[config.mk]
export PLATFORM = sky130hd
export DESIGN_NAME = line_event_latch
export DESIGN_NICKNAME = d
export VERILOG_FILES = /design/src/hw/line_event_pkg.sv /design/src/hw/line_event_latch.sv
export VERILOG_INCLUDE_DIRS = /design/src /design/src/hw
export SDC_FILE = /design/constraint.sdc
export NUM_CORES = 1
export LEC_CHECK = 0
export BUFFER_PORTS_ARGS = -buffer_cell sky130_fd_sc_hd__buf_2
export CORE_ASPECT_RATIO = 1.4
export CORE_MARGIN = 2
export CORE_UTILIZATION = 50
export DETAILED_ROUTE_END_ITERATION = 6
export GPL_ROUTABILITY_DRIVEN = 0
export PLACE_DENSITY_LB_ADDON = 0.15
export SLEW_MARGIN = 30
export SYNTH_ARGS = -nofsm -noshare
export SYNTH_HDL_FRONTEND = slang
export SYNTH_SLANG_ARGS = --single-unit
[constraint.sdc]
create_clock -name clk_sys -period 2.9 [get_ports clk_sys]
set_input_delay 0.58 -clock clk_sys [delete_from_list [all_inputs] [get_ports clk_sys]]
set_output_delay 0.58 -clock clk_sys [all_outputs]
set_load 0.02 [all_outputs]
[src/hw/line_event_map.svh]
// Purpose: Offsets, field positions and reset values for the event latch block.
// Assumes: Byte registers on a plain address/strobe port, one channel block every 0x20.
// Notes:   Definitions only.
`ifndef LINE_EVENT_MAP_SVH
`define LINE_EVENT_MAP_SVH

`define ADDR_W              6
`define EVT_A_CH0_OFF       6'h18
`define EVT_B_CH0_OFF       6'h19
`define CNT_LO_CH0_OFF      6'h1a
`define CNT_HI_CH0_OFF      6'h1b
`define EVT_A_CH1_OFF       6'h38
`define EVT_B_CH1_OFF       6'h39
`define CNT_LO_CH1_OFF      6'h3a
`define CNT_HI_CH1_OFF      6'h3b
`define MASK_A_CH0_OFF      6'h10
`define MASK_B_CH0_OFF      6'h11
`define EDGE_A_CH0_OFF      6'h12
`define EDGE_B_CH0_OFF      6'h13
`define MASK_A_CH1_OFF      6'h30
`define MASK_B_CH1_OFF      6'h31
`define EDGE_A_CH1_OFF      6'h32
`define EDGE_B_CH1_OFF      6'h33
`define EVT_RESET           8'h00
`define MASK_RESET          8'hff
`define EDGE_RESET          8'h00
`define CNT_RESET           16'h0000
`define EVT_A_USED          8'h7f
`define BIT_INBAND_ACT      6
`define BIT_INBAND_DEACT    5
`define BIT_PATTERN_SYNC    4
`define BIT_TX_CLK_LOSS     3
`define BIT_DRIVER_FAULT    2
`define BIT_ALARM_IND       1
`define BIT_SIGNAL_LOSS     0
`define BIT_AMP_OVER        7
`define BIT_JIT_OVER        6
`define BIT_JIT_UNDER       5
`define BIT_PATTERN_ERR     4
`define BIT_EXCESS_ZEROS    3
`define BIT_CODE_VIOL       2
`define BIT_SECOND_TICK     1
`define BIT_CNT_OVER        0
`define READ_DATA_IDLE      8'h00

`endif

[src/hw/line_event_pkg.sv]
// Purpose: Types shared by the event latch block.
// Assumes: Nothing beyond the map header.
// Notes:   Constants live in line_event_map.svh.
package line_event_pkg;
	typedef logic [7:0] byte_t;
	typedef logic [5:0] addr_t;
endpackage

[src/hw/line_event_latch.sv]
// Purpose: Two-channel event latches with read-to-clear and an error counter readout.
// Assumes: Live status and error pulses arrive from pins and are synchronised here.
// Notes:   One interrupt output, high while any latched bit of either channel is set.
//
// Function
// - Reading event register returns bits, then clears
// - First event register at 18H and 38H
// - Second event register at 19H and 39H
// - Bit 6 first: inband activate event
// - Bit 5 first: inband deactivate event
// - Bit 4 first: pattern sync event
// - Bit 3 first: transmit clock loss event
// - Bit 2 first: driver fault event
// - Bit 1 first: alarm indication event
// - Bit 0 first: loss of signal event
// - Bit 7 second: amplitude overflow event
// - Bit 6 second: jitter buffer overflow
// - Bit 5 second: jitter buffer underflow
// - Bit 4 second: pattern error event
// - Bit 3 second: excess zeros event
// - Bit 2 second: code violation event
// - Bit 1 second: one-second timer expiry
// - Bit 0 second: counter overflow event
// - Low byte shows counter bits 7..0
// - High byte at 1BH/3BH shows bits 15..8
// - Unmasked rising edge, or any edge, raises event
//
// Decided for this implementation: strobed register access.
`timescale 1ns/1ps
`include "line_event_map.svh"

module line_event_latch #(
	parameter int CHANNELS = 2
) (
	input  wire logic                       clk_sys,
	input  wire logic                       srst,
	input  wire line_event_pkg::addr_t      reg_addr,
	input  wire line_event_pkg::byte_t      reg_wdata,
	input  wire logic                       reg_wr,
	input  wire logic                       reg_rd,
	output line_event_pkg::byte_t           reg_rdata,
	input  wire logic [CHANNELS*8-1:0]      status_a_in,
	input  wire logic [CHANNELS*8-1:0]      status_b_in,
	input  wire logic [CHANNELS-1:0]        error_pulse_in,
	output logic                            irq
);
	import line_event_pkg::*;

	initial begin
		if (CHANNELS != 2) begin
			$error("line_event_latch serves exactly two channels");
		end
		if (`ADDR_W != $bits(addr_t)) begin
			$error("address map and address type disagree in width");
		end
	end

	// ****************************************
	// Input synchronisers
	// ****************************************
	// Status lines come from detectors outside this clock; two flops before use.
	logic [CHANNELS*8-1:0] sync1_a_ff;
	logic [CHANNELS*8-1:0] sync2_a_ff;
	logic [CHANNELS*8-1:0] prev_a_ff;
	logic [CHANNELS*8-1:0] sync1_b_ff;
	logic [CHANNELS*8-1:0] sync2_b_ff;
	logic [CHANNELS*8-1:0] prev_b_ff;
	logic [CHANNELS-1:0]   sync1_err_ff;
	logic [CHANNELS-1:0]   sync2_err_ff;
	logic [CHANNELS-1:0]   prev_err_ff;

	always_ff @(posedge clk_sys) begin
		if (srst) begin
			sync1_a_ff   <= '0;
			sync2_a_ff   <= '0;
			prev_a_ff    <= '0;
			sync1_b_ff   <= '0;
			sync2_b_ff   <= '0;
			prev_b_ff    <= '0;
			sync1_err_ff <= '0;
			sync2_err_ff <= '0;
			prev_err_ff  <= '0;
		end else begin
			sync1_a_ff   <= status_a_in;
			sync2_a_ff   <= sync1_a_ff;
			prev_a_ff    <= sync2_a_ff;
			sync1_b_ff   <= status_b_in;
			sync2_b_ff   <= sync1_b_ff;
			prev_b_ff    <= sync2_b_ff;
			sync1_err_ff <= error_pulse_in;
			sync2_err_ff <= sync1_err_ff;
			prev_err_ff  <= sync2_err_ff;
		end
	end

	// ****************************************
	// Registers and decode
	// ****************************************
	byte_t       evt_a_ff    [CHANNELS];
	byte_t       evt_b_ff    [CHANNELS];
	byte_t       mask_a_ff   [CHANNELS];
	byte_t       mask_b_ff   [CHANNELS];
	byte_t       edge_a_ff   [CHANNELS];
	byte_t       edge_b_ff   [CHANNELS];
	logic [15:0] count_ff    [CHANNELS];
	byte_t       nxt_evt_a   [CHANNELS];
	byte_t       nxt_evt_b   [CHANNELS];
	byte_t       raise_a     [CHANNELS];
	byte_t       raise_b     [CHANNELS];
	logic        cnt_wrap    [CHANNELS];
	byte_t       rdata_ff;
	byte_t       nxt_rdata;

	function automatic addr_t ch_addr(input addr_t base, input int ch);
		ch_addr = (ch == 0) ? base : (base | 6'h20);
	endfunction

	// Unmasked events: rising edge when edge select is 0, any change when 1.
	function automatic byte_t raise(input byte_t now, input byte_t was,
		input byte_t mask, input byte_t edge_sel);
		raise = ~mask & ((now & ~was) | (edge_sel & ~now & was));
	endfunction

	// ****************************************
	// Error counter and event latches
	// ****************************************
	// The counter saturates its own overflow into an event but wraps its value.
	always_ff @(posedge clk_sys) begin
		for (int c = 0; c < CHANNELS; c++) begin
			if (srst) begin
				count_ff[c] <= `CNT_RESET;
			end else if (sync2_err_ff[c] && !prev_err_ff[c]) begin
				count_ff[c] <= count_ff[c] + 16'h0001;
			end
		end
	end

	always_comb begin
		for (int c = 0; c < CHANNELS; c++) begin
			cnt_wrap[c] = sync2_err_ff[c] && !prev_err_ff[c] && (count_ff[c] == 16'hffff);
			raise_a[c]  = raise(sync2_a_ff[c*8 +: 8], prev_a_ff[c*8 +: 8],
				mask_a_ff[c], edge_a_ff[c]) & `EVT_A_USED;
			raise_b[c]  = raise(sync2_b_ff[c*8 +: 8], prev_b_ff[c*8 +: 8],
				mask_b_ff[c], edge_b_ff[c]);
			raise_b[c][`BIT_CNT_OVER] = raise_b[c][`BIT_CNT_OVER]
				| (cnt_wrap[c] & ~mask_b_ff[c][`BIT_CNT_OVER]);
			nxt_evt_a[c] = evt_a_ff[c];
			nxt_evt_b[c] = evt_b_ff[c];
			if (reg_rd && reg_addr == ch_addr(`EVT_A_CH0_OFF, c)) begin
				nxt_evt_a[c] = `EVT_RESET;
			end
			if (reg_rd && reg_addr == ch_addr(`EVT_B_CH0_OFF, c)) begin
				nxt_evt_b[c] = `EVT_RESET;
			end
			nxt_evt_a[c] = nxt_evt_a[c] | raise_a[c];
			nxt_evt_b[c] = nxt_evt_b[c] | raise_b[c];
		end
	end

	always_ff @(posedge clk_sys) begin
		for (int c = 0; c < CHANNELS; c++) begin
			if (srst) begin
				evt_a_ff[c] <= `EVT_RESET;
				evt_b_ff[c] <= `EVT_RESET;
			end else begin
				evt_a_ff[c] <= nxt_evt_a[c];
				evt_b_ff[c] <= nxt_evt_b[c];
			end
		end
	end

	// ****************************************
	// Named event fields
	// ****************************************
	// Each latched bit is named, so the readback is built field by field from the map.
	logic [CHANNELS-1:0] inband_activate_event;
	logic [CHANNELS-1:0] inband_deactivate_event;
	logic [CHANNELS-1:0] pattern_sync_event;
	logic [CHANNELS-1:0] tx_clock_loss_event;
	logic [CHANNELS-1:0] driver_fault_event;
	logic [CHANNELS-1:0] alarm_indication_event;
	logic [CHANNELS-1:0] signal_loss_event;
	logic [CHANNELS-1:0] amplitude_overflow_event;
	logic [CHANNELS-1:0] jitter_buffer_over_event;
	logic [CHANNELS-1:0] jitter_buffer_under_event;
	logic [CHANNELS-1:0] pattern_error_event;
	logic [CHANNELS-1:0] excess_zeros_event;
	logic [CHANNELS-1:0] code_violation_event;
	logic [CHANNELS-1:0] second_tick_event;
	logic [CHANNELS-1:0] counter_overflow_event;
	byte_t               error_count_low_bits  [CHANNELS];
	byte_t               error_count_high_bits [CHANNELS];
	byte_t               event_latch_a         [CHANNELS];
	byte_t               event_latch_b         [CHANNELS];

	always_comb begin
		for (int c = 0; c < CHANNELS; c++) begin
			inband_activate_event[c]     = evt_a_ff[c][`BIT_INBAND_ACT];
			inband_deactivate_event[c]   = evt_a_ff[c][`BIT_INBAND_DEACT];
			pattern_sync_event[c]        = evt_a_ff[c][`BIT_PATTERN_SYNC];
			tx_clock_loss_event[c]       = evt_a_ff[c][`BIT_TX_CLK_LOSS];
			driver_fault_event[c]        = evt_a_ff[c][`BIT_DRIVER_FAULT];
			alarm_indication_event[c]    = evt_a_ff[c][`BIT_ALARM_IND];
			signal_loss_event[c]         = evt_a_ff[c][`BIT_SIGNAL_LOSS];
			amplitude_overflow_event[c]  = evt_b_ff[c][`BIT_AMP_OVER];
			jitter_buffer_over_event[c]  = evt_b_ff[c][`BIT_JIT_OVER];
			jitter_buffer_under_event[c] = evt_b_ff[c][`BIT_JIT_UNDER];
			pattern_error_event[c]       = evt_b_ff[c][`BIT_PATTERN_ERR];
			excess_zeros_event[c]        = evt_b_ff[c][`BIT_EXCESS_ZEROS];
			code_violation_event[c]      = evt_b_ff[c][`BIT_CODE_VIOL];
			second_tick_event[c]         = evt_b_ff[c][`BIT_SECOND_TICK];
			counter_overflow_event[c]    = evt_b_ff[c][`BIT_CNT_OVER];
			error_count_low_bits[c]      = count_ff[c][7:0];
			error_count_high_bits[c]     = count_ff[c][15:8];
		end
	end

	// Bit 7 of the first register has no event behind it and always reads 0.
	function automatic byte_t pack_a(
		input logic act,
		input logic deact,
		input logic sync,
		input logic clk_loss,
		input logic fault,
		input logic alarm,
		input logic loss
	);
		pack_a                    = `EVT_RESET;
		pack_a[`BIT_INBAND_ACT]   = act;
		pack_a[`BIT_INBAND_DEACT] = deact;
		pack_a[`BIT_PATTERN_SYNC] = sync;
		pack_a[`BIT_TX_CLK_LOSS]  = clk_loss;
		pack_a[`BIT_DRIVER_FAULT] = fault;
		pack_a[`BIT_ALARM_IND]    = alarm;
		pack_a[`BIT_SIGNAL_LOSS]  = loss;
	endfunction

	function automatic byte_t pack_b(
		input logic amp,
		input logic jit_over,
		input logic jit_under,
		input logic pat_err,
		input logic zeros,
		input logic viol,
		input logic tick,
		input logic cnt_over
	);
		pack_b                    = `EVT_RESET;
		pack_b[`BIT_AMP_OVER]     = amp;
		pack_b[`BIT_JIT_OVER]     = jit_over;
		pack_b[`BIT_JIT_UNDER]    = jit_under;
		pack_b[`BIT_PATTERN_ERR]  = pat_err;
		pack_b[`BIT_EXCESS_ZEROS] = zeros;
		pack_b[`BIT_CODE_VIOL]    = viol;
		pack_b[`BIT_SECOND_TICK]  = tick;
		pack_b[`BIT_CNT_OVER]     = cnt_over;
	endfunction

	always_comb begin
		for (int c = 0; c < CHANNELS; c++) begin
			event_latch_a[c] = pack_a(
				inband_activate_event[c],
				inband_deactivate_event[c],
				pattern_sync_event[c],
				tx_clock_loss_event[c],
				driver_fault_event[c],
				alarm_indication_event[c],
				signal_loss_event[c]);
			event_latch_b[c] = pack_b(
				amplitude_overflow_event[c],
				jitter_buffer_over_event[c],
				jitter_buffer_under_event[c],
				pattern_error_event[c],
				excess_zeros_event[c],
				code_violation_event[c],
				second_tick_event[c],
				counter_overflow_event[c]);
		end
	end

	// ****************************************
	// Mask and edge select writes
	// ****************************************
	always_ff @(posedge clk_sys) begin
		for (int c = 0; c < CHANNELS; c++) begin
			if (srst) begin
				mask_a_ff[c] <= `MASK_RESET;
				mask_b_ff[c] <= `MASK_RESET;
				edge_a_ff[c] <= `EDGE_RESET;
				edge_b_ff[c] <= `EDGE_RESET;
			end else if (reg_wr) begin
				if (reg_addr == ch_addr(`MASK_A_CH0_OFF, c)) begin
					mask_a_ff[c] <= reg_wdata;
				end
				if (reg_addr == ch_addr(`MASK_B_CH0_OFF, c)) begin
					mask_b_ff[c] <= reg_wdata;
				end
				if (reg_addr == ch_addr(`EDGE_A_CH0_OFF, c)) begin
					edge_a_ff[c] <= reg_wdata;
				end
				if (reg_addr == ch_addr(`EDGE_B_CH0_OFF, c)) begin
					edge_b_ff[c] <= reg_wdata;
				end
			end
		end
	end

	// ****************************************
	// Read path
	// ****************************************
	// Data is captured from the pre-clear value so the read sees what it clears.
	always_comb begin
		nxt_rdata = `READ_DATA_IDLE;
		for (int c = 0; c < CHANNELS; c++) begin
			if (reg_addr == ch_addr(`EVT_A_CH0_OFF, c)) begin
				nxt_rdata = event_latch_a[c];
			end
			if (reg_addr == ch_addr(`EVT_B_CH0_OFF, c)) begin
				nxt_rdata = event_latch_b[c];
			end
			if (reg_addr == ch_addr(`CNT_LO_CH0_OFF, c)) begin
				nxt_rdata = error_count_low_bits[c];
			end
			if (reg_addr == ch_addr(`CNT_HI_CH0_OFF, c)) begin
				nxt_rdata = error_count_high_bits[c];
			end
			if (reg_addr == ch_addr(`MASK_A_CH0_OFF, c)) begin
				nxt_rdata = mask_a_ff[c];
			end
			if (reg_addr == ch_addr(`MASK_B_CH0_OFF, c)) begin
				nxt_rdata = mask_b_ff[c];
			end
			if (reg_addr == ch_addr(`EDGE_A_CH0_OFF, c)) begin
				nxt_rdata = edge_a_ff[c];
			end
			if (reg_addr == ch_addr(`EDGE_B_CH0_OFF, c)) begin
				nxt_rdata = edge_b_ff[c];
			end
		end
		if (!reg_rd) begin
			nxt_rdata = `READ_DATA_IDLE;
		end
	end

	always_ff @(posedge clk_sys) begin
		if (srst) begin
			rdata_ff <= `READ_DATA_IDLE;
		end else begin
			rdata_ff <= nxt_rdata;
		end
	end

	assign reg_rdata = rdata_ff;

	// ****************************************
	// Interrupt request
	// ****************************************
	logic irq_ff;
	logic nxt_pending;

	// Built from the next latch value so the request moves on the same edge as the bits.
	always_comb begin
		nxt_pending = 1'b0;
		for (int c = 0; c < CHANNELS; c++) begin
			nxt_pending = nxt_pending | (|nxt_evt_a[c]) | (|nxt_evt_b[c]);
		end
	end

	always_ff @(posedge clk_sys) begin
		if (srst) begin
			irq_ff <= 1'b0;
		end else begin
			irq_ff <= nxt_pending;
		end
	end

	assign irq = irq_ff;

endmodule

==> metrics.txt <==
run status completed; GR Overflow Total 0; Max-cap violations 0; Mapped Area between 9000 and 10,000 µm²; worst slack, placed about 0.16 ns; clk root buf clkbuf_16; Final Hold Fails 0; all-layer global routing usage 0.244; Rows 60; Min-Delay Path Class primary input to flop; routed vias 7,090; Max stage delay on crit path between 0.4 and 0.5 ns; ANT cells 0; Ports between 60 and 70; Post-synth EDFFs 96; Slew Limit Fails 0; final core occ 0.586; reg2reg setup slack 0.56 ns; r2r endpoint reg_rdata[6]; Fill cells ~1,700; WL per Instance 19.9 µm; routed wl met3 between 1 and 1.5 mm; cells after synthesis 930; Initial Util 0.512; CTS buffer count 23; number of I/O port buffers between 50 and 60; Die W approximately 120 µm; CTS H-tree depth 1; Vias per Instance between 5 and 6; DRT met1 WL 10.1 mm; Async SR Flop Fraction 0; yosys warns 0; worst path required time 3.28 ns; # resized after CTS 0; fin crit period 2.34 ns; Worst Tran Pin Value approximately 0.65 ns; CP Capture Type flop; worst hold slack approximately 0.28 ns; HP Start status_a_in[1]; top area cells in the synthesized netlist edfxtp_1 (29%), dfxtp_1 (28%), nor2b_1 (6.4%); Register Area around 5600 µm²; Reg power frac 0.492; TritonRoute pass-1 iters 5; count of final setup violators 0; setup TNS 0 ns; Pwr Total 7.46 mW; pwr/cell area approximately 660 nW/µm²; kind of critical path flop to flop; Hold Path Stages 2; CTS sink count about 230; Final Cycle Share 0.808; top post-synthesis cells by count dfxtp_1 (137), nor2b_1 (101), edfxtp_1 (96); cts hold-fix bufs 0; Worst slew margin 0.563; top sig layer met4; Setup Skew 0.0111 ns; Min-Delay Endpoint sync1_a_ff[1]; Clock Tree Buf Depth 3; multi-input logic area 4050 µm²; Non-Filler Instances 1,251; Post-CTS Setup Inserts 0; Nets ~1,000; Slowest-stage cell, CP mux4_2; Synth cell types slightly above 60; final instance area 11,300 µm²; CP cell instances mux4_2, and2_1, a211oi_1, o21ai_1, a221oi_2, a22o_1, a21oi_1; initial DRC count slightly below 700; Placeable Area around 19,000 µm²; Peak VDD IR 0.000587 V; DRC 0; DP Area between 10,000 and 15,000 µm²; maximum clock rate ~430 MHz; fraction of power spent switching nets 0.221; static leakage around 4.2 nW; critical path startpoint category flop; Detailed Route WL 24.9 mm; first-pass GRT wire length 38.4 mm; Reg2Reg Depth 7; vias in the first global route just under 7,000; unrepaired setup endpoints after global routing false; Post-Syn Area per Cell between 10 and 15 µm²; fin worst setup slack about 0.56 ns; total die area 21,000 µm²; largest area contributor in the netlist edfxtp_1; Synth-to-Final Area Change 14.5%; TritonCTS clock tree built; Setup crit start count_ff[0][6]; Cells after DPL between 1,000 and 1,500; Reg clk slew, reported paths around 0.060 ns; met2 WL 12.1 mm; layout cells sized above 1 0.175; switching pwr ~1.6 mW; worst endpoint data arrival time ~2.7 ns; dominant synthesized flop cell dfxtp_1; crit-path max FO 4; largest net degree at the start of global routing 61; initial antenna violation count 0; Int Pwr slightly below 6 mW; Worst-Skew Late Latency 0.51 ns; dpl hpwl 17.9 mm; most common cell in the synthesized netlist dfxtp_1; Clock Power Share 0.444; Synth top area share 0.291; Comb power frac 0.064; #FFs+latches synth roughly 230; Routed Antenna Nets 0; Die Span Y between 150 and 200 µm; sequential area share after synthesis 0.568; RR Startpoint count_ff[0][6]; post-synth net total 984
[how the worst max path moves through the flow]
stage	cells after the start	end	slack (ns)
3_5_place_dp	8	reg_rdata[2]	0.16
2_1_floorplan	6	edge_b_ff[1][0]	0.54
6_report	7	reg_rdata[6]	0.56
4_1_cts	7	reg_rdata[6]	0.58
3_3_place_gp	8	reg_rdata[2]	0.17
5_1_grt	7	reg_rdata[6]	0.42
[final cells by class]
cell class | count | share of cell area
sequential | 233 | 0.496
multi-input combinational | 638 | 0.357
clock buffer | 26 | 0.0544
timing repair buffer | 81 | 0.0421
tap | 248 | 0.0274
clock inverter | 14 | 0.0196
inverter | 11 | 0.00364
[registers in the layout, summed over array words and instances, names as in the netlist]
| signal | cells |
|---|---|
| count_ff | 32 |
| edge_a_ff | 16 |
| edge_b_ff | 16 |
| evt_a_ff | 16 |
| evt_b_ff | 16 |
| irq | 1 |
| mask_a_ff | 16 |
| mask_b_ff | 16 |
| prev_a_ff | 14 |
| prev_b_ff | 16 |
| prev_err_ff | 2 |
| reg_rdata | 8 |
| sync1_a_ff | 14 |
| sync1_b_ff | 16 |
| sync1_err_ff | 2 |
| sync2_a_ff | 14 |
| sync2_b_ff | 16 |
| sync2_err_ff | 2 |
[critical path: cells and delay by family, from the launching register on]
family / cells / cell delay [ns]
flip-flops: 1 / 0.46
AND/OR/NAND/NOR: 1 / 0.18
AO/OA/AOI/OAI: 5 / 1.08
multiplexers: 1 / 0.48
[per-layer routing]
layer | up-vias | global-route usage
li1 | 3386 | -
met1 | 3409 | 0.310
met2 | 223 | 0.401
met3 | 72 | 0.0407
met4 | 0 | 0.119
met5 | - | 0
[layout by cell type (no fill, tap or decap), drive strengths merged, types with 29 or more instances in the layout]
master,count
edfxtp,96
a21oi,92
nor2,87
buf,81
nand2b,35
nor2b,101
or2,32
dfxtp,137
nand3b,32
nand2,29
[cells by family (layout without fill, tap and decap cells)]
group                      count (synthesis)  count (layout)  share of synthesized area
DFF                                      233             233                      0.568
adders and majority gates                  2               2                    0.00252
xor gates and xnor gates                  28              28                     0.0247
and+or+nand+nor                          422             422                      0.246
muxes                                     24              24                     0.0384
AOI/OAI and AO/OA                        162             162                     0.0967
buffers and inverters                     59             132                     0.0239
[power by group through the flow]
stage	Clock (mW)	Sequential, mW	Combinational (mW)
5_1_grt	3.50	3.68	0.522
4_1_cts	3.36	3.67	0.481
2_1_floorplan	0	3.69	0.312
3_3_place_gp	0	3.73	0.473
6_report	3.31	3.67	0.481
3_5_place_dp	0	3.74	0.479
No activity file was read; power rests on OpenSTA's default activity.
